**config.mk**
```make
export PLATFORM = sky130hd
export DESIGN_NAME = p3ms_top
export DESIGN_NICKNAME = d
export VERILOG_FILES = /design/src/design/p3ms_pkg.sv /design/src/design/p3ms_top.sv /design/src/design/p3ms_pin_mux.sv
export VERILOG_INCLUDE_DIRS = /design/src /design/src/design
export SDC_FILE = /design/constraint.sdc
export NUM_CORES = 1
export LEC_CHECK = 0
export BUFFER_PORTS_ARGS = -buffer_cell sky130_fd_sc_hd__buf_4
export CAP_MARGIN = 20
export CELL_PAD_IN_SITES_DETAIL_PLACEMENT = 1
export CELL_PAD_IN_SITES_GLOBAL_PLACEMENT = 2
export CORE_ASPECT_RATIO = 0.8
export CORE_UTILIZATION = 29
export CTS_BUF_LIST = sky130_fd_sc_hd__clkbuf_8
export DETAILED_ROUTE_END_ITERATION = 6
export GPL_TIMING_DRIVEN = 0
export HOLD_SLACK_MARGIN = 0.08
export PLACE_DENSITY = 0.74
export REMOVE_ABC_BUFFERS = 1
export SLEW_MARGIN = 20
export SYNTH_ARGS = -nofsm -noshare
export SYNTH_HDL_FRONTEND = slang
export SYNTH_HIERARCHICAL = 1
export SYNTH_SLANG_ARGS = --single-unit
```
**constraint.sdc**
```tcl
create_clock -name clock -period 1.27 [get_ports clock]
set_clock_uncertainty 0.15 [all_clocks]
set_input_delay 0.127 -clock clock [delete_from_list [all_inputs] [get_ports clock]]
set_output_delay 0.127 -clock clock [all_outputs]
set_load 0.1 [all_outputs]
```
**src/design/p3ms_params.svh**
```systemverilog
// register offsets, field positions and reset values for the port 3 pin function select block
`ifndef P3MS_PARAMS_SVH
`define P3MS_PARAMS_SVH
`define P3MS_ADDR_MIDDLE 8'hEC
`define P3MS_ADDR_LOW 8'hED
`define P3MS_ADDR_PULLUP 8'hEE
`define P3MS_ADDR_OTYPE 8'hEF
`define P3MS_RESET_MIDDLE 8'h00
`define P3MS_RESET_LOW 6'h00
`define P3MS_RESET_PULLUP 8'h00
`define P3MS_RESET_OTYPE 8'h00
`define P3MS_LOW_MASK 8'h3F
`define P3MS_PIN4_MSB 7
`define P3MS_PIN4_LSB 6
`define P3MS_PIN3_MSB 5
`define P3MS_PIN3_LSB 3
`define P3MS_PIN2_MSB 2
`define P3MS_PIN2_LSB 0
`define P3MS_PIN1_MSB 5
`define P3MS_PIN1_LSB 3
`define P3MS_PIN0_MSB 2
`define P3MS_PIN0_LSB 0
`endif

```
**src/design/p3ms_pkg.sv**
```systemverilog
// types shared by the port 3 pin function select block
package p3ms_pkg;
	typedef enum logic [4:0] {
		P3MS_SRC_INPUT = 5'h01,
		P3MS_SRC_PATTERN = 5'h02,
		P3MS_SRC_LCD = 5'h04,
		P3MS_SRC_GPIO = 5'h08,
		P3MS_SRC_TIMER = 5'h10
	} p3ms_src_type;

	// decode a three-bit mode field (pin 4's two bits arrive zero-extended) to a one-hot source
	function automatic p3ms_src_type p3ms_decode(input logic [2:0] field);
		p3ms_src_type src;
		src = P3MS_SRC_INPUT;
		case (field)
			3'h0: src = P3MS_SRC_INPUT;
			3'h1: src = P3MS_SRC_PATTERN;
			3'h2: src = P3MS_SRC_LCD;
			3'h3: src = P3MS_SRC_GPIO;
			default: src = P3MS_SRC_TIMER;
		endcase
		return src;
	endfunction : p3ms_decode
endpackage : p3ms_pkg

```
**src/design/p3ms_top.sv**
```systemverilog
// port 3 pins 0 to 4 function select registers and pad multiplexing
//
// How it works
// [RULE1] pin 4 two-bit field: input/timer d0 clock, pattern 4, lcd, output
// [RULE2] pin 3 field: input/capture, pattern 3, lcd, output, timer d0 out/pwm
// [RULE3] pin 2 field: input, pattern 2, lcd, output, timer c1 out/pwm
// [RULE4] low-byte register at EDh implements bits 5..0 only, reset zero
// [RULE5] pin 1 field: input, pattern 1, lcd, output, timer c0 out/pwm
// [RULE6] pin 0 field: input, pattern 0, lcd, output, timer b pwm
// [RULE7] pull-up enable register at EEh, one bit per pin, reset zero
// [RULE8] pull-up forced off for push-pull output or any alternate function
// [RULE9] software uses direct register addressing only for these registers
// [RULE10] middle-byte register at ECh, read-write, resets to zero
// [RULE11] output type register at EFh picks push-pull or open-drain (here the lcd source ignores it and keeps driving high levels)
// [RULE12] pad drive comes from the selected source; input releases the pad
`timescale 1ns/1ps
`include "p3ms_params.svh"
module p3ms_top
	import p3ms_pkg::*;
#(
	parameter int PINS = 5
) (
	input wire logic clock,
	input wire logic rst_n,
	input wire logic [7:0] reg_addr,
	input wire logic reg_write,
	input wire logic [7:0] reg_wdata,
	output logic [7:0] reg_rdata,
	input wire logic [PINS-1:0] gpio_data,
	input wire logic pattern_bit4,
	input wire logic pattern_bit3,
	input wire logic pattern_bit2,
	input wire logic pattern_bit1,
	input wire logic pattern_bit0,
	input wire logic lcd_segment_24,
	input wire logic lcd_segment_23,
	input wire logic lcd_segment_22,
	input wire logic lcd_segment_21,
	input wire logic lcd_segment_20,
	input wire logic timer_d0_output,
	input wire logic timer_d0_pwm_output,
	input wire logic timer_d0_pwm_select,
	input wire logic timer_c1_output,
	input wire logic timer_c1_pwm_output,
	input wire logic timer_c1_pwm_select,
	input wire logic timer_c0_output,
	input wire logic timer_c0_pwm_output,
	input wire logic timer_c0_pwm_select,
	input wire logic timer_b_pwm_output,
	input wire logic [PINS-1:0] pad_in,
	output logic [PINS-1:0] pad_out,
	output logic [PINS-1:0] pad_oe,
	output logic [PINS-1:0] pad_pullup,
	output logic [PINS-1:0] port_input_data,
	output logic timer_d0_clock_input,
	output logic timer_d0_capture_input
);
	logic [7:0] port3_middle_mode_select;
	logic [5:0] port3_low_mode_select;
	logic [7:0] port3_pullup_enable;
	logic [7:0] port3_output_type_select;
	logic [2:0] mode_field [PINS];
	logic [PINS-1:0] pattern_data;
	logic [PINS-1:0] lcd_data;
	logic [PINS-1:0] timer_data;

	// ----------------------------------------
	// registers
	// ----------------------------------------
	// the core only reaches these by direct register addressing, so a plain address port suffices [RULE9]
	always_ff @(posedge clock) begin
		if (!rst_n) begin
			port3_middle_mode_select <= `P3MS_RESET_MIDDLE; // [RULE10]
		end else if (reg_write && reg_addr == `P3MS_ADDR_MIDDLE) begin
			port3_middle_mode_select <= reg_wdata; // [RULE10]
		end
	end

	always_ff @(posedge clock) begin
		if (!rst_n) begin
			port3_low_mode_select <= `P3MS_RESET_LOW; // [RULE4]
		end else if (reg_write && reg_addr == `P3MS_ADDR_LOW) begin
			port3_low_mode_select <= reg_wdata[5:0]; // [RULE4]
		end
	end

	always_ff @(posedge clock) begin
		if (!rst_n) begin
			port3_pullup_enable <= `P3MS_RESET_PULLUP; // [RULE7]
		end else if (reg_write && reg_addr == `P3MS_ADDR_PULLUP) begin
			port3_pullup_enable <= reg_wdata; // [RULE7]
		end
	end

	always_ff @(posedge clock) begin
		if (!rst_n) begin
			port3_output_type_select <= `P3MS_RESET_OTYPE; // [RULE11]
		end else if (reg_write && reg_addr == `P3MS_ADDR_OTYPE) begin
			port3_output_type_select <= reg_wdata; // [RULE11]
		end
	end

	// unimplemented bits read as zero
	always_ff @(posedge clock) begin
		if (!rst_n) begin
			reg_rdata <= 8'h00;
		end else begin
			case (reg_addr)
				`P3MS_ADDR_MIDDLE: reg_rdata <= port3_middle_mode_select;
				`P3MS_ADDR_LOW: reg_rdata <= {2'h0, port3_low_mode_select}; // [RULE4]
				`P3MS_ADDR_PULLUP: reg_rdata <= port3_pullup_enable;
				`P3MS_ADDR_OTYPE: reg_rdata <= port3_output_type_select;
				default: reg_rdata <= 8'h00;
			endcase
		end
	end

	// ----------------------------------------
	// field extraction and source wiring
	// ----------------------------------------
	// pin 4 field is two bits and never reaches the timer code [RULE1]
	assign mode_field[4] = {1'b0, port3_middle_mode_select[`P3MS_PIN4_MSB:`P3MS_PIN4_LSB]}; // [RULE1]
	assign mode_field[3] = port3_middle_mode_select[`P3MS_PIN3_MSB:`P3MS_PIN3_LSB]; // [RULE2]
	assign mode_field[2] = port3_middle_mode_select[`P3MS_PIN2_MSB:`P3MS_PIN2_LSB]; // [RULE3]
	assign mode_field[1] = port3_low_mode_select[`P3MS_PIN1_MSB:`P3MS_PIN1_LSB]; // [RULE5]
	assign mode_field[0] = port3_low_mode_select[`P3MS_PIN0_MSB:`P3MS_PIN0_LSB]; // [RULE6]

	assign pattern_data = {pattern_bit4, pattern_bit3, pattern_bit2, pattern_bit1, pattern_bit0};
	assign lcd_data = {lcd_segment_24, lcd_segment_23, lcd_segment_22, lcd_segment_21, lcd_segment_20};
	assign timer_data[4] = 1'b0;
	assign timer_data[3] = timer_d0_pwm_select ? timer_d0_pwm_output : timer_d0_output; // [RULE2]
	assign timer_data[2] = timer_c1_pwm_select ? timer_c1_pwm_output : timer_c1_output; // [RULE3]
	assign timer_data[1] = timer_c0_pwm_select ? timer_c0_pwm_output : timer_c0_output; // [RULE5]
	assign timer_data[0] = timer_b_pwm_output; // [RULE6]

	// ----------------------------------------
	// pads
	// ----------------------------------------
	for (genvar i = 0; i < PINS; i++) begin : g_pin
		p3ms_pin_mux u_mux (
			.clock(clock),
			.rst_n(rst_n),
			.mode_field(mode_field[i]),
			.pullup_bit(port3_pullup_enable[i]),
			.open_drain(port3_output_type_select[i]),
			.gpio_data(gpio_data[i]),
			.pattern_data(pattern_data[i]),
			.lcd_data(lcd_data[i]),
			.timer_data(timer_data[i]),
			.pad_out(pad_out[i]),
			.pad_oe(pad_oe[i]),
			.pad_pullup(pad_pullup[i])
		);
	end

	always_ff @(posedge clock) begin
		if (!rst_n) begin
			port_input_data <= '0;
			timer_d0_clock_input <= 1'b0;
			timer_d0_capture_input <= 1'b0;
		end else begin
			port_input_data <= pad_in;
			// timer inputs gated so a driven pin cannot clock the timer
			timer_d0_clock_input <= (mode_field[4] == 3'h0) & pad_in[4]; // [RULE1]
			timer_d0_capture_input <= (mode_field[3] == 3'h0) & pad_in[3]; // [RULE2]
		end
	end

	// ----------------------------------------
	// checks
	// ----------------------------------------
	a_low_top_zero: assert property (@(posedge clock) disable iff (!rst_n) // [RULE4]
		(reg_addr == `P3MS_ADDR_LOW) |=> (reg_rdata[7:6] == 2'h0)) else $error("low register top bits not zero");
	a_middle_write: assert property (@(posedge clock) disable iff (!rst_n) // [RULE10]
		(reg_write && reg_addr == `P3MS_ADDR_MIDDLE) |=> (port3_middle_mode_select == $past(reg_wdata)))
		else $error("middle register write lost");
	a_pin3_timer: assert property (@(posedge clock) disable iff (!rst_n) // [RULE2]
		(mode_field[3][2] && !port3_output_type_select[3]) |=> (pad_oe[3] && pad_out[3] == $past(timer_data[3])))
		else $error("pin 3 timer output wrong");
	a_pin0_timer: assert property (@(posedge clock) disable iff (!rst_n) // [RULE6]
		(mode_field[0][2] && !port3_output_type_select[0]) |=> (pad_out[0] == $past(timer_b_pwm_output)))
		else $error("pin 0 pwm output wrong");
	a_pin4_gpio: assert property (@(posedge clock) disable iff (!rst_n) // [RULE1]
		(mode_field[4] == 3'h3 && !port3_output_type_select[4]) |=> (pad_oe[4] && pad_out[4] == $past(gpio_data[4])))
		else $error("pin 4 output wrong");
	a_pin2_pattern: assert property (@(posedge clock) disable iff (!rst_n) // [RULE3]
		(mode_field[2] == 3'h1 && !port3_output_type_select[2]) |=> (pad_out[2] == $past(pattern_bit2)))
		else $error("pin 2 pattern output wrong");
	a_pin1_lcd: assert property (@(posedge clock) disable iff (!rst_n) // [RULE5]
		(mode_field[1] == 3'h2) |=> (pad_oe[1] && pad_out[1] == $past(lcd_segment_21)))
		else $error("pin 1 lcd output wrong");
	a_capture_gate: assert property (@(posedge clock) disable iff (!rst_n) // [RULE2]
		(mode_field[3] != 3'h0) |=> !timer_d0_capture_input) else $error("capture not gated");
	a_low_write: assert property (@(posedge clock) disable iff (!rst_n) // [RULE4]
		(reg_write && reg_addr == `P3MS_ADDR_LOW) |=> (port3_low_mode_select == $past(reg_wdata[5:0])))
		else $error("low register write lost");
	a_pullup_write: assert property (@(posedge clock) disable iff (!rst_n) // [RULE7]
		(reg_write && reg_addr == `P3MS_ADDR_PULLUP) |=> (port3_pullup_enable == $past(reg_wdata)))
		else $error("pull-up register write lost");
	a_otype_write: assert property (@(posedge clock) disable iff (!rst_n) // [RULE11]
		(reg_write && reg_addr == `P3MS_ADDR_OTYPE) |=> (port3_output_type_select == $past(reg_wdata)))
		else $error("output type register write lost");
	a_middle_read: assert property (@(posedge clock) disable iff (!rst_n) // [RULE10]
		(reg_addr == `P3MS_ADDR_MIDDLE) |=> (reg_rdata == $past(port3_middle_mode_select)))
		else $error("middle register read wrong");
	a_pin4_lcd: assert property (@(posedge clock) disable iff (!rst_n) // [RULE1]
		(mode_field[4] == 3'h2) |=> (pad_oe[4] && pad_out[4] == $past(lcd_segment_24)))
		else $error("pin 4 lcd output wrong");
	a_clock_gate: assert property (@(posedge clock) disable iff (!rst_n) // [RULE1]
		(mode_field[4] != 3'h0) |=> !timer_d0_clock_input)
		else $error("timer clock input not gated");
	a_clock_follows: assert property (@(posedge clock) disable iff (!rst_n) // [RULE1]
		(mode_field[4] == 3'h0) |=> (timer_d0_clock_input == $past(pad_in[4])))
		else $error("timer clock input does not follow pin");
	a_pin2_timer: assert property (@(posedge clock) disable iff (!rst_n) // [RULE3]
		(mode_field[2][2] && !port3_output_type_select[2]) |=> (pad_oe[2] && pad_out[2] == $past(timer_data[2])))
		else $error("pin 2 timer output wrong");
	a_pin1_timer: assert property (@(posedge clock) disable iff (!rst_n) // [RULE5]
		(mode_field[1][2] && !port3_output_type_select[1]) |=> (pad_oe[1] && pad_out[1] == $past(timer_data[1])))
		else $error("pin 1 timer output wrong");
	a_pin0_pattern: assert property (@(posedge clock) disable iff (!rst_n) // [RULE6]
		(mode_field[0] == 3'h1 && !port3_output_type_select[0]) |=> (pad_out[0] == $past(pattern_bit0)))
		else $error("pin 0 pattern output wrong");
	a_drain_release: assert property (@(posedge clock) disable iff (!rst_n) // [RULE11]
		(port3_output_type_select[2] && mode_field[2] == 3'h3 && gpio_data[2]) |=> !pad_oe[2])
		else $error("open drain high not released");
endmodule : p3ms_top

```
**src/design/p3ms_pin_mux.sv**
```systemverilog
// one pad's source multiplexer and pull-up control
`timescale 1ns/1ps
`include "p3ms_params.svh"
module p3ms_pin_mux
	import p3ms_pkg::*;
(
	input wire logic clock,
	input wire logic rst_n,
	input wire logic [2:0] mode_field,
	input wire logic pullup_bit,
	input wire logic open_drain,
	input wire logic gpio_data,
	input wire logic pattern_data,
	input wire logic lcd_data,
	input wire logic timer_data,
	output logic pad_out,
	output logic pad_oe,
	output logic pad_pullup
);
	p3ms_src_type src;
	logic next_out;
	logic next_oe;
	logic next_pullup;

	always_comb begin
		src = p3ms_decode(mode_field);
		next_out = 1'b0;
		next_oe = 1'b0;
		case (src)
			P3MS_SRC_INPUT: begin
				next_out = 1'b0;
				next_oe = 1'b0;
			end
			P3MS_SRC_PATTERN: begin
				next_out = pattern_data;
				next_oe = 1'b1;
			end
			P3MS_SRC_LCD: begin
				next_out = lcd_data;
				next_oe = 1'b1;
			end
			P3MS_SRC_GPIO: begin
				next_out = gpio_data;
				next_oe = 1'b1;
			end
			P3MS_SRC_TIMER: begin
				next_out = timer_data;
				next_oe = 1'b1;
			end
			default: begin
				next_out = 1'b0;
				next_oe = 1'b0;
			end
		endcase
		// open drain only sinks: a high level releases the pad, except on the lcd source, which keeps driving
		if (open_drain && next_oe && next_out && src != P3MS_SRC_LCD) begin
			next_oe = 1'b0;
		end
		// pull-up stays usable on input and on an open-drain plain output
		next_pullup = pullup_bit && (src == P3MS_SRC_INPUT || (src == P3MS_SRC_GPIO && open_drain));
	end

	always_ff @(posedge clock) begin
		if (!rst_n) begin
			pad_out <= 1'b0;
			pad_oe <= 1'b0;
			pad_pullup <= 1'b0;
		end else begin
			pad_out <= next_out; // [RULE12]
			pad_oe <= next_oe; // [RULE12]
			pad_pullup <= next_pullup; // [RULE8] [RULE11]
		end
	end

	a_input_releases: assert property (@(posedge clock) disable iff (!rst_n)
		(mode_field == 3'h0) |=> !pad_oe) else $error("pad driven in input mode"); // [RULE12]
	a_pullup_forced_off: assert property (@(posedge clock) disable iff (!rst_n) // [RULE8]
		(mode_field != 3'h0 && !(mode_field == 3'h3 && open_drain)) |=> !pad_pullup)
		else $error("pull-up not forced off");
	a_pullup_follows: assert property (@(posedge clock) disable iff (!rst_n)
		(mode_field == 3'h0) |=> (pad_pullup == $past(pullup_bit))) else $error("pull-up ignores enable"); // [RULE7]
endmodule : p3ms_pin_mux

```
==> summary.txt, run 1 <==
Floorplan
  • Die X: roughly 110 microns
  • I/O pin cnt: around 80
  • Core footprint: 0.00860 sq mm
  • Starting density of the core: 0.303
  • Die area: 0.00936 sq mm
  • Rows: 30
  • Die Y: 86.7 microns

GRT
  • Vias in the first global route: 2404
  • Total GRT Usage: 0.175
  • Global-route wire length before repair: roughly 12000 microns
  • GR Overflow Total: 0
  • Antenna violations before repair: 0
  • Pin count of the biggest net entering global routing: 60

Power
  • Leak: ~1.7 nW
  • Power Total: around 4.5 mW
  • PwrDens: approximately 1100 mW/mm^2
  • Worst IR Drop VDD: 0.608 mV

Synth
  • Synth Instances: between 200 and 300
  • Synthesized flop and latch total: 60
  • Main flop type after synthesis: dfxtp_1
  • FFs w/ async S/R, synth: 0
  • Synth warnings: 6
  • Synth cell types: 30
  • Syn_area_per_cell: between 10 and 15 sq um
  • Seq/Total Area, Yosys: 0.462
  • EDFF count, synth: 0
  • Synth Cell Area: ~0.0026 sq mm

Final layout
  • Multi-input logic area: 0.00137 sq mm
  • Antenna cells: 0
  • Nets@finish: 450
  • Fillcell total: 958
  • Storage element area: 0.00126 sq mm
  • Synth-to-Final Area Change: 62.2%
  • Fin area: between 0.004 and 0.005 sq mm
  • Layout cells sized above 1: 0.399

Run
  • Max-cap violations: 0

Timing
  • Final-report setup violation count: 0
  • Final-report max-slew violation count: 0
  • Period utilization: 0.990
  • Highest clock rate: approximately 0.8 GHz
  • Crit path time final: 1.26 ns
  • RSZ-0062 raised after global routing: true
  • Fin. Hold Viols: 0

Clock tree
  • Hold buffer count at cts: 39
  • CTS tree: done
  • CTS root buffer: clkbuf_8
  • CTS H-tree depth: 3
  • CTS Sinks: 60
  • Cts bufs inserted: 9
  • Clk Latency, worst-skew pair: 0.34 ns
  • Clk buf depth: 2
  • Clock slew seen by the registers of the worst setup and hold paths: about 0.070 ns

Worst setup path
  • Worst path cell trace: mux4_2, and3_4
  • Slowest CP cell: mux4_2
  • Crit Path Category: reg2reg
  • CP top delay family: multiplexers
  • Critical Path Start Type: register
  • WP buf/inv: 0
  • WP data required: roughly 1.4 ns
  • CP Data Arrival Time: about 1.3 ns
  • CP max stage delay: between 0.4 and 0.5 ns
  • Crit path capture type: register
  • CP max FO: 6

Drt
  • Iter 0 DRT Violations: 73
  • Post-DR wirelength/cell: 14.8 microns
  • Wirelength, routed: 7670 microns
  • DRC violations left: 0
  • Via count: between 2000 and 2500
  • 1st-pass router iterations: 4
  • ANT nets after route: 0
  • Vias per Instance: between 4 and 5

Status
  • Status: completed

Worst hold path
  • Hold Crit Class: in2reg

Placement
  • # port buffers: 78
  • DP HPWL: ~4700 microns
  • GPL Wtd Cong: around 0.72
  • DP Area: 0.00332 sq mm
cells in the mapped netlist (6+ instances only):
cell type	instances	area (sq um)
dfxtp_1	60	1200
mux4_1	6	158
mux2i_1	35	350
a21oi_1	10	50.1
and3_1	7	43.8
nand3_1	11	55.1
nand2_1	45	169
o21ai_0	15	75.1
registers in the layout (all words and copies together) (netlist names), 6 cells and up:
| register | flops |
|---|---|
| port3_middle_mode_select | 8 |
| port3_output_type_select | 8 |
| port3_pullup_enable | 8 |
| reg_rdata | 8 |
| port3_low_mode_select | 6 |
per-layer routing:
metal | vias up | share of wire | GRT usage
met5 | - | 0 | 0
met4 | 0 | 0.012 | 0.0523
met3 | 11 | 0.044 | 0.0459
met2 | 63 | 0.48 | 0.287
met1 | 1119 | 0.47 | 0.226
li1 | 1201 | - | -
final cells by class:
cell class / count / area share
multi-input cells: 183 / 0.325
clock inverters: 5 / 0.0234
well taps: 112 / 0.0332
clock buffers: 11 / 0.0359
repair buffers: 141 / 0.279
flip-flops and latches: 60 / 0.298
inverters: 6 / 0.00533
cells by family after synthesis:
group,count (synthesis),synth area share
and+or+nand+nor,84,0.181
DFF,60,0.462
AOI/OAI and AO/OA,47,0.114
muxes,46,0.217
buffers and inverters,14,0.0250
other,1,0.00144
path summary, 6_finish.rpt:
path,start,endpoint,slack (ns),cells past startpoint
worst max-delay path,port3_low_mode_select[2]$_SDFFE_PN0P_,reg_rdata[2]$_SDFF_PN0_,0.01,2
worst min-delay path,rst_n,port3_middle_mode_select[5]$_SDFFE_PN0P_,0.06,3
worst max register to register,port3_low_mode_select[2]$_SDFFE_PN0P_,reg_rdata[2]$_SDFF_PN0_,0.01,2
worst min register to register,port3_pullup_enable[6]$_SDFFE_PN0P_,port3_pullup_enable[6]$_SDFFE_PN0P_,0.32,2
report_power, final:
group	internal (mW)	switching, mW	leakage, nW	total, mW
clock network	1.40	0.747	0.131	2.15
logic	0.238	0.272	1.10	0.510
registers	1.87	0.00467	0.499	1.88
stage by stage:
| step | setup TNS [ns] | setup slack [ns] | hold slack [ns] | util | cells |
|---|---|---|---|---|---|
| finish | 0 | 0.0123 | 0.0634 | 0.491 | 518 |
| detailed placement | -13.95 | -0.533 | 0.191 | 0.386 | 441 |
| floorplan | -7.97 | -0.941 | 0.0987 | - | 249 |
| global placement | -25.25 | -1.92 | 0.185 | 0.384 | 439 |
| CTS | -0.0273 | -0.0273 | 0.104 | 0.481 | 510 |
| global route | -0.0502 | -0.0323 | 0.0731 | 0.491 | 518 |
layout by cell type (no fill, tap or decap), types with 2 or more instances in the layout:
cell type	instances
and2_1	5
and3_4	3
clkbuf_8	11
bufinv_16	3
a21oi_2	5
a21oi_1	10
mux2i_1	35
and4_1	5
a21o_1	5
dfxtp_2	6
and3_1	4
buf_6	3
dfxtp_1	41
dfxtp_4	13
mux2_2	4
buf_4	98
a22oi_1	2
a21boi_0	5
o31ai_1	5
nand3_1	10
conb_1	6
inv_1	6
nor2_1	3
o21ai_1	2
mux4_2	6
nand2_1	45
o21ai_0	13
dlygate4sd3_1	39
nor4_4	2
timing repair:
| item | CTS | global route |
|---|---|---|
| setup endpoints to repair | 25 | 24 |
| setup buffers | 14 | 9 |
| pin swaps | 3 | 5 |
| resized for setup | 32 | 18 |
| endpoints found under the hold margin | 48 | 4 |
worst min-delay path, stage by stage:
cell and delay, ns:
buf_6 0.21, nand2_1 0.11, mux2i_1 0.05
(Power assumes the default switching activity.)
==> inputs of run 2 (changes only) <==
--- a/config.mk
+++ b/config.mk
@@ -7,10 +7,11 @@
 export NUM_CORES = 1
 export LEC_CHECK = 0
 export BUFFER_PORTS_ARGS = -buffer_cell sky130_fd_sc_hd__buf_4
-export CAP_MARGIN = 20
+export CAP_MARGIN = 25
 export CELL_PAD_IN_SITES_DETAIL_PLACEMENT = 1
 export CELL_PAD_IN_SITES_GLOBAL_PLACEMENT = 2
 export CORE_ASPECT_RATIO = 0.8
+export CORE_MARGIN = 5
 export CORE_UTILIZATION = 29
 export CTS_BUF_LIST = sky130_fd_sc_hd__clkbuf_8
 export DETAILED_ROUTE_END_ITERATION = 6
==> run 2 against run 1 <==
  * Routed wire length is 3.0% higher
  * Cell area down 2.2%
  * Critical path depth stayed put
  * Maximum frequency up 0.25%
  * Clock power shrank 6%
  * Final cell count down 1.4%
  * Global-route usage down 2.8 points
  * Worst setup slack better by 0.0031 ns
  * Hold slack improved by 0.0053 ns
  * Power down 3.2%
  * Combinational power shrank 2%
  * Count of clock-buffer cells in the layout grew 1
  * Critical path type unchanged
==> summary.txt, run 2 (synthesis gave the netlist of run 1 again) <==
Final layout
  • Synth-to-Final Area Change: 58.6%
  • Fin area: 0.00413 sq mm
  • Layout cells sized above 1: 0.396
  • Antenna cells: 0
  • Most common cell after layout, fill and taps aside: buf_4
  • Cell Count, Final, Fillers Out: just over 500
  • Fin util: 0.478
  • Nets@finish: approximately 440
  • Most frequent cells in the layout: buf_4 (95), nand2_1 (45), dfxtp_1 (41)

GRT
  • GR Overflow Total: 0
  • Total GRT Usage: 0.147
  • Vias in the first global route: about 2500
  • Global-route wire length before repair: 12600 microns
  • Pin count of the biggest net entering global routing: 60
  • Antenna violations before repair: 0

Clock tree
  • Clock slew seen by the registers of the worst setup and hold paths: 0.07 ns
  • CTS tree: done
  • CTS Sinks: 60
  • Cts bufs inserted: 9
  • CTS H-tree depth: 3
  • Clk Latency, worst-skew pair: 0.34 ns
  • Clk buf depth: 2
  • CTS root buffer: clkbuf_8

Floorplan
  • Die area: about 0.011 sq mm
  • I/O pin cnt: 79
  • Die Y: 94.7 microns
  • Core footprint: around 0.0086 sq mm
  • Die X: about 120 microns
  • Rows: 30
  • Starting density of the core: 0.301

Power
  • Sw Share: 0.235
  • Leak: 1.69 nW
  • Clock power share: 0.459
  • Worst IR Drop VDD: 0.513 mV
  • Power Total: between 4 and 5 mW
  • PwrDens: roughly 1100 mW/mm^2
  • Seq pwr share: 0.427
  • NetSw: around 1.0 mW
  • Combinational share of power: 0.114
  • Internal: around 3.4 mW

Timing
  • Hold_ws: around 0.069 ns
  • Rel. slew slack: 0.603
  • Final-report max-slew violation count: 0
  • Period utilization: 0.988
  • Slew @ Worst Pin: between 0.5 and 0.6 ns
  • RSZ-0062 raised after global routing: true
  • Fin. Hold Viols: 0
  • Highest clock rate: 0.797 GHz
  • Sum Neg Setup Slack: 0 ns
  • Final setup margin: around 0.015 ns
  • Final-report setup violation count: 0
  • Crit path time final: ~1.3 ns

Drt
  • Via count: roughly 2400
  • Wirelength, routed: 7900 microns
  • Vias per Instance: roughly 4.7
  • 1st-pass router iterations: 5
  • ANT nets after route: 0
  • Post-DR wirelength/cell: between 15 and 20 microns
  • Iter 0 DRT Violations: 56
  • DRC violations left: 0

Worst setup path
  • CP Data Arrival Time: between 1 and 1.5 ns
  • CP max FO: 5
  • WP data required: between 1 and 1.5 ns
  • Critical Path Start Type: register
  • Crit Path Category: reg2reg
  • Crit path capture type: register

Worst hold path
  • Hold Crit Class: in2reg

Placement
  • DP HPWL: 5230 microns
  • Place WS: -0.707 ns
  • # port buffers: a little under 80
  • GPL Wtd Cong: between 0.7 and 0.8
  • DP Area: 0.00332 sq mm
  • # placed instances: between 400 and 500

Status
  • Status: completed

Run
  • Max-cap violations: 0
## run 2: cell type report
cell class / count / area [sq um]
Clock buffer: 12 / 165
Clock inverter: 4 / 70.1
Fill cell: 975 / 4510
Inverter: 6 / 22.5
Multi-Input combinational cell: 183 / 1360
Sequential cell: 60 / 1260
Tap cell: 112 / 140
Timing Repair Buffer: 134 / 1110
## run 2: final timing paths
check                                                 from                                        to  slack (ns)  cells after the start
hold / removal                         timer_c1_pwm_select         g_pin[2].u_mux/pad_out$_SDFF_PN0_        0.07                      4
setup reg to reg  port3_output_type_select[4]$_SDFFE_PN0P_                   reg_rdata[4]$_SDFF_PN0_        0.02                      2
setup / recovery  port3_output_type_select[4]$_SDFFE_PN0P_                   reg_rdata[4]$_SDFF_PN0_        0.02                      2
hold reg to reg   port3_output_type_select[7]$_SDFFE_PN0P_  port3_output_type_select[7]$_SDFFE_PN0P_        0.31                      2
## run 2: what timing repair did
item                                    4_1_cts  5_1_grt
endpoints found under the setup margin       24       19
setup buffers                                10        9
hold buffers                                 36        0
gates resized for setup                      29       16
pin swaps                                     3        4
hold endpoints to repair                     49        0
## run 2: power groups by stage
stage | clock [mW] | combinational [mW] | sequential (mW)
floorplan | 0 | 0.0768 | 2.06
global placement | 0 | 0.400 | 1.95
detailed placement | 0 | 0.405 | 1.95
CTS | 2.07 | 0.499 | 1.89
global route | 2.18 | 0.537 | 1.88
finish | 2.02 | 0.500 | 1.88
## run 2: layer usage
metal	up-vias	global-route usage	routed length (microns)
li1	1184	-	-
met1	1156	0.190	3700
met2	68	0.240	3730
met3	4	0.0461	429
met4	0	0.0319	39
met5	-	0	0
## run 2: worst max-delay path, cell delays in order, from the launching register on
cell     delay [ns]
dfxtp_2        0.35
mux4_2         0.45
and3_1         0.20
==> inputs of run 3 (changes only) <==
--- a/config.mk
+++ b/config.mk
@@ -6,21 +6,21 @@
 export SDC_FILE = /design/constraint.sdc
 export NUM_CORES = 1
 export LEC_CHECK = 0
-export BUFFER_PORTS_ARGS = -buffer_cell sky130_fd_sc_hd__buf_4
 export CAP_MARGIN = 25
 export CELL_PAD_IN_SITES_DETAIL_PLACEMENT = 1
 export CELL_PAD_IN_SITES_GLOBAL_PLACEMENT = 2
 export CORE_ASPECT_RATIO = 0.8
 export CORE_MARGIN = 5
-export CORE_UTILIZATION = 29
+export CORE_UTILIZATION = 36
 export CTS_BUF_LIST = sky130_fd_sc_hd__clkbuf_8
 export DETAILED_ROUTE_END_ITERATION = 6
+export DONT_BUFFER_PORTS = 1
 export GPL_TIMING_DRIVEN = 0
 export HOLD_SLACK_MARGIN = 0.08
 export PLACE_DENSITY = 0.74
 export REMOVE_ABC_BUFFERS = 1
+export SETUP_SLACK_MARGIN = 0.02
 export SLEW_MARGIN = 20
 export SYNTH_ARGS = -nofsm -noshare
 export SYNTH_HDL_FRONTEND = slang
-export SYNTH_HIERARCHICAL = 1
 export SYNTH_SLANG_ARGS = --single-unit
==> run 3 against run 2 <==
  * The flow now finishes with violations (hold timing, setup timing)
  * Global-route usage fell by 0.20 points
  * Count of clock-buffer cells in the layout fell by 1
  * Flip-flop and latch count unchanged
  * Cell area is 26% lower
  * Synthesized cell count rose by 4.0%
  * Final cell count decreased by 30%
  * Combinational power shrank 82%
  * Via count down 25%
  * Die area shrank 16%
  * Clock power down 27%
  * Critical path type unchanged
==> summary.txt, run 3 <==
Final layout
  • Synth-to-Final Area Change: 15.7%
  • Most frequent cells in the layout: nand2_1 (47), dfxtp_4 (38), mux2i_1 (35)
  • Layout cells sized above 1: 0.345
  • Nets@finish: around 310
  • Most common cell after layout, fill and taps aside: nand2_1
  • Cell Count, Final, Fillers Out: between 300 and 400
  • Fin util: 0.422
  • Antenna cells: 0

Clock tree
  • Clk buf depth: 2
  • Cts bufs inserted: 9
  • Hold buffer count at cts: 5
  • Clock slew seen by the registers of the worst setup and hold paths: 0.06 ns
  • Clk Latency, worst-skew pair: 0.33 ns
  • CTS tree: done
  • CTS Sinks: 60
  • CTS H-tree depth: 3
  • CTS root buffer: clkbuf_8

Synth
  • Top cells by area, synth: dfxtp_1 (45%), mux2i_1 (13%), nand2_1 (6.6%)
  • Yosys top cell area share: 0.452
  • Top-count cell post-synth: dfxtp_1
  • Synth warnings: 0
  • Synth Instances: between 200 and 300
  • Seq/Total Area, Yosys: 0.452
  • Main flop type after synthesis: dfxtp_1
  • Synth cell types: 39
  • Yosys top cell by area: dfxtp_1
  • Synth Cell Area: between 0.002 and 0.003 sq mm
  • Synthesized flop and latch total: 60
  • Syn_area_per_cell: 10.1 sq um
  • FFs w/ async S/R, synth: 0
  • Commonest cells in the netlist: dfxtp_1 (60), nand2_1 (47), mux2i_1 (35), buf_4 (19)
  • EDFF count, synth: 0

Power
  • Leak: roughly 1.2 nW
  • PwrDens: 1140 mW/mm^2
  • Worst IR Drop VDD: about 0.54 mV

Worst setup path
  • FF-to-FF path depth: 3
  • CP max FO: 2
  • WP buf/inv: 1
  • Slowest CP cell: mux4_2
  • Critical Path Start Type: register
  • Register-to-register setup slack: -0.02 ns
  • R2r endpoint: reg_rdata[1]$_SDFF_PN0_
  • Crit Path Category: reg2reg
  • Crit path capture type: register
  • Worst path cell trace: buf_6, mux4_2, nor2b_1
  • WP data required: 1.33 ns
  • CP top delay family: multiplexers
  • CP Data Arrival Time: between 1 and 1.5 ns
  • Reg2reg start: port3_middle_mode_select[1]$_SDFFE_PN0P_
  • CP max stage delay: about 0.43 ns

Drt
  • 1st-pass router iterations: 4
  • ANT nets after route: 0
  • Via count: 1810
  • Post-DR wirelength/cell: between 15 and 20 microns
  • Wirelength, routed: ~6300 microns
  • DRC violations left: 0
  • Iter 0 DRT Violations: 39
  • Vias per Instance: a little over 5

Timing
  • Period utilization: 1.02
  • Sum Neg Setup Slack: -0.0232 ns
  • Highest clock rate: 0.773 GHz
  • Final-report max-slew violation count: 0
  • Final-report setup violation count: 1
  • Rel. slew slack: 0.536
  • Hold_ws: -0.231 ns
  • Final setup margin: -0.0232 ns
  • Crit path time final: ~1.3 ns
  • Fin. Hold Viols: 59
  • Slew @ Worst Pin: between 0.6 and 0.7 ns
  • RSZ-0062 raised after global routing: true

Run
  • Max-cap violations: 0

Floorplan
  • Die X: 106 microns
  • Die Y: a little under 90 microns
  • Core footprint: between 0.007 and 0.008 sq mm
  • Starting density of the core: 0.365
  • Rows: 28
  • Die area: a little over 0.009 sq mm
  • I/O pin cnt: 79

GRT
  • GR Overflow Total: 0
  • Antenna violations before repair: 0
  • Pin count of the biggest net entering global routing: 55
  • Total GRT Usage: 0.145
  • Vias in the first global route: around 1900
  • Global-route wire length before repair: a little over 10000 microns

Placement
  • DP HPWL: 4270 microns
  • # port buffers: 0
  • GPL Wtd Cong: around 0.68
  • # placed instances: ~320

Worst hold path
  • Critical hold path startpoint: rst_n
  • Hold Path End: g_pin[0].u_mux.pad_oe$_SDFF_PP0_
  • Hold Crit Class: in2reg
  • Hold path depth: 1

Status
  • Status: complete, but fails checks
  • Failing checks: hold timing, setup timing
-- run 3: logic make-up after synthesis --
family / Yosys count / synth area share
AOI/OAI and AO/OA: 29 / 0.0753
DFF: 60 / 0.452
buffers and inverters: 37 / 0.0829
muxes: 46 / 0.204
and+or+nand+nor: 90 / 0.186
-- run 3: metal layers --
| metal | vias up | wire length, microns | GRT usage |
|---|---|---|---|
| met5 | - | 0 | 0 |
| met4 | 0 | 65 | 0.0424 |
| met3 | 9 | 453 | 0.0704 |
| met2 | 48 | 2940 | 0.225 |
| met1 | 856 | 2890 | 0.179 |
| li1 | 897 | - | - |
-- run 3: timing repair --
| action | CTS | global route |
|---|---|---|
| hold endpoints to repair | 60 | 60 |
| gates resized for setup | 65 | 19 |
| pin swaps | 2 | 3 |
| setup buffers | 4 | 10 |
| cloned | 0 | 0 |
| setup endpoints to repair | 48 | 19 |
-- run 3: worst max path at each step --
stage                                        startpoint                                  end  slack [ns]  cells past startpoint
2_1_floorplan  port3_middle_mode_select[1]$_SDFFE_PN0P_    g_pin[2].u_mux.pad_out$_SDFF_PN0_       -0.11                      3
5_1_grt        port3_middle_mode_select[1]$_SDFFE_PN0P_              reg_rdata[1]$_SDFF_PN0_       -0.05                      3
4_1_cts        port3_middle_mode_select[1]$_SDFFE_PN0P_    g_pin[2].u_mux.pad_out$_SDFF_PN0_       -0.04                      3
3_5_place_dp                                reg_addr[4]  port3_pullup_enable[1]$_SDFFE_PN0P_       -0.40                      3
6_report       port3_middle_mode_select[1]$_SDFFE_PN0P_              reg_rdata[1]$_SDFF_PN0_       -0.02                      3
3_3_place_gp                                reg_addr[4]  port3_pullup_enable[3]$_SDFFE_PN0P_       -0.36                      3
-- run 3: stage by stage --
| stage | total power [mW] | worst slack [ns] | area [sq um] |
|---|---|---|---|
| after floorplan | 2.10 | -0.111 | 2470 |
| after global placement | 2.11 | -0.365 | 2580 |
| after detailed placement | 2.11 | -0.400 | 2580 |
| after CTS | 3.58 | -0.0436 | 2950 |
| after global routing | 3.65 | -0.0494 | 3070 |
| final | 3.49 | -0.0232 | 3070 |
-- run 3: power breakdown --
group | leakage [nW] | switching (mW) | internal, mW | total (mW)
registers | 0.517 | 0.0968 | 1.82 | 1.92
logic | 0.555 | 0.0403 | 0.0519 | 0.0922
clock network | 0.0976 | 0.694 | 0.782 | 1.48
-- run 3: cell type report --
type / instances / area [sq um]
Tap cell: 90 / 113
Fill cell: 813 / 4210
Clock inverter: 4 / 17.5
Inverter: 8 / 30.0
Clock buffer: 11 / 151
Sequential cell: 60 / 1350
Timing Repair Buffer: 19 / 171
Multi-Input combinational cell: 165 / 1240
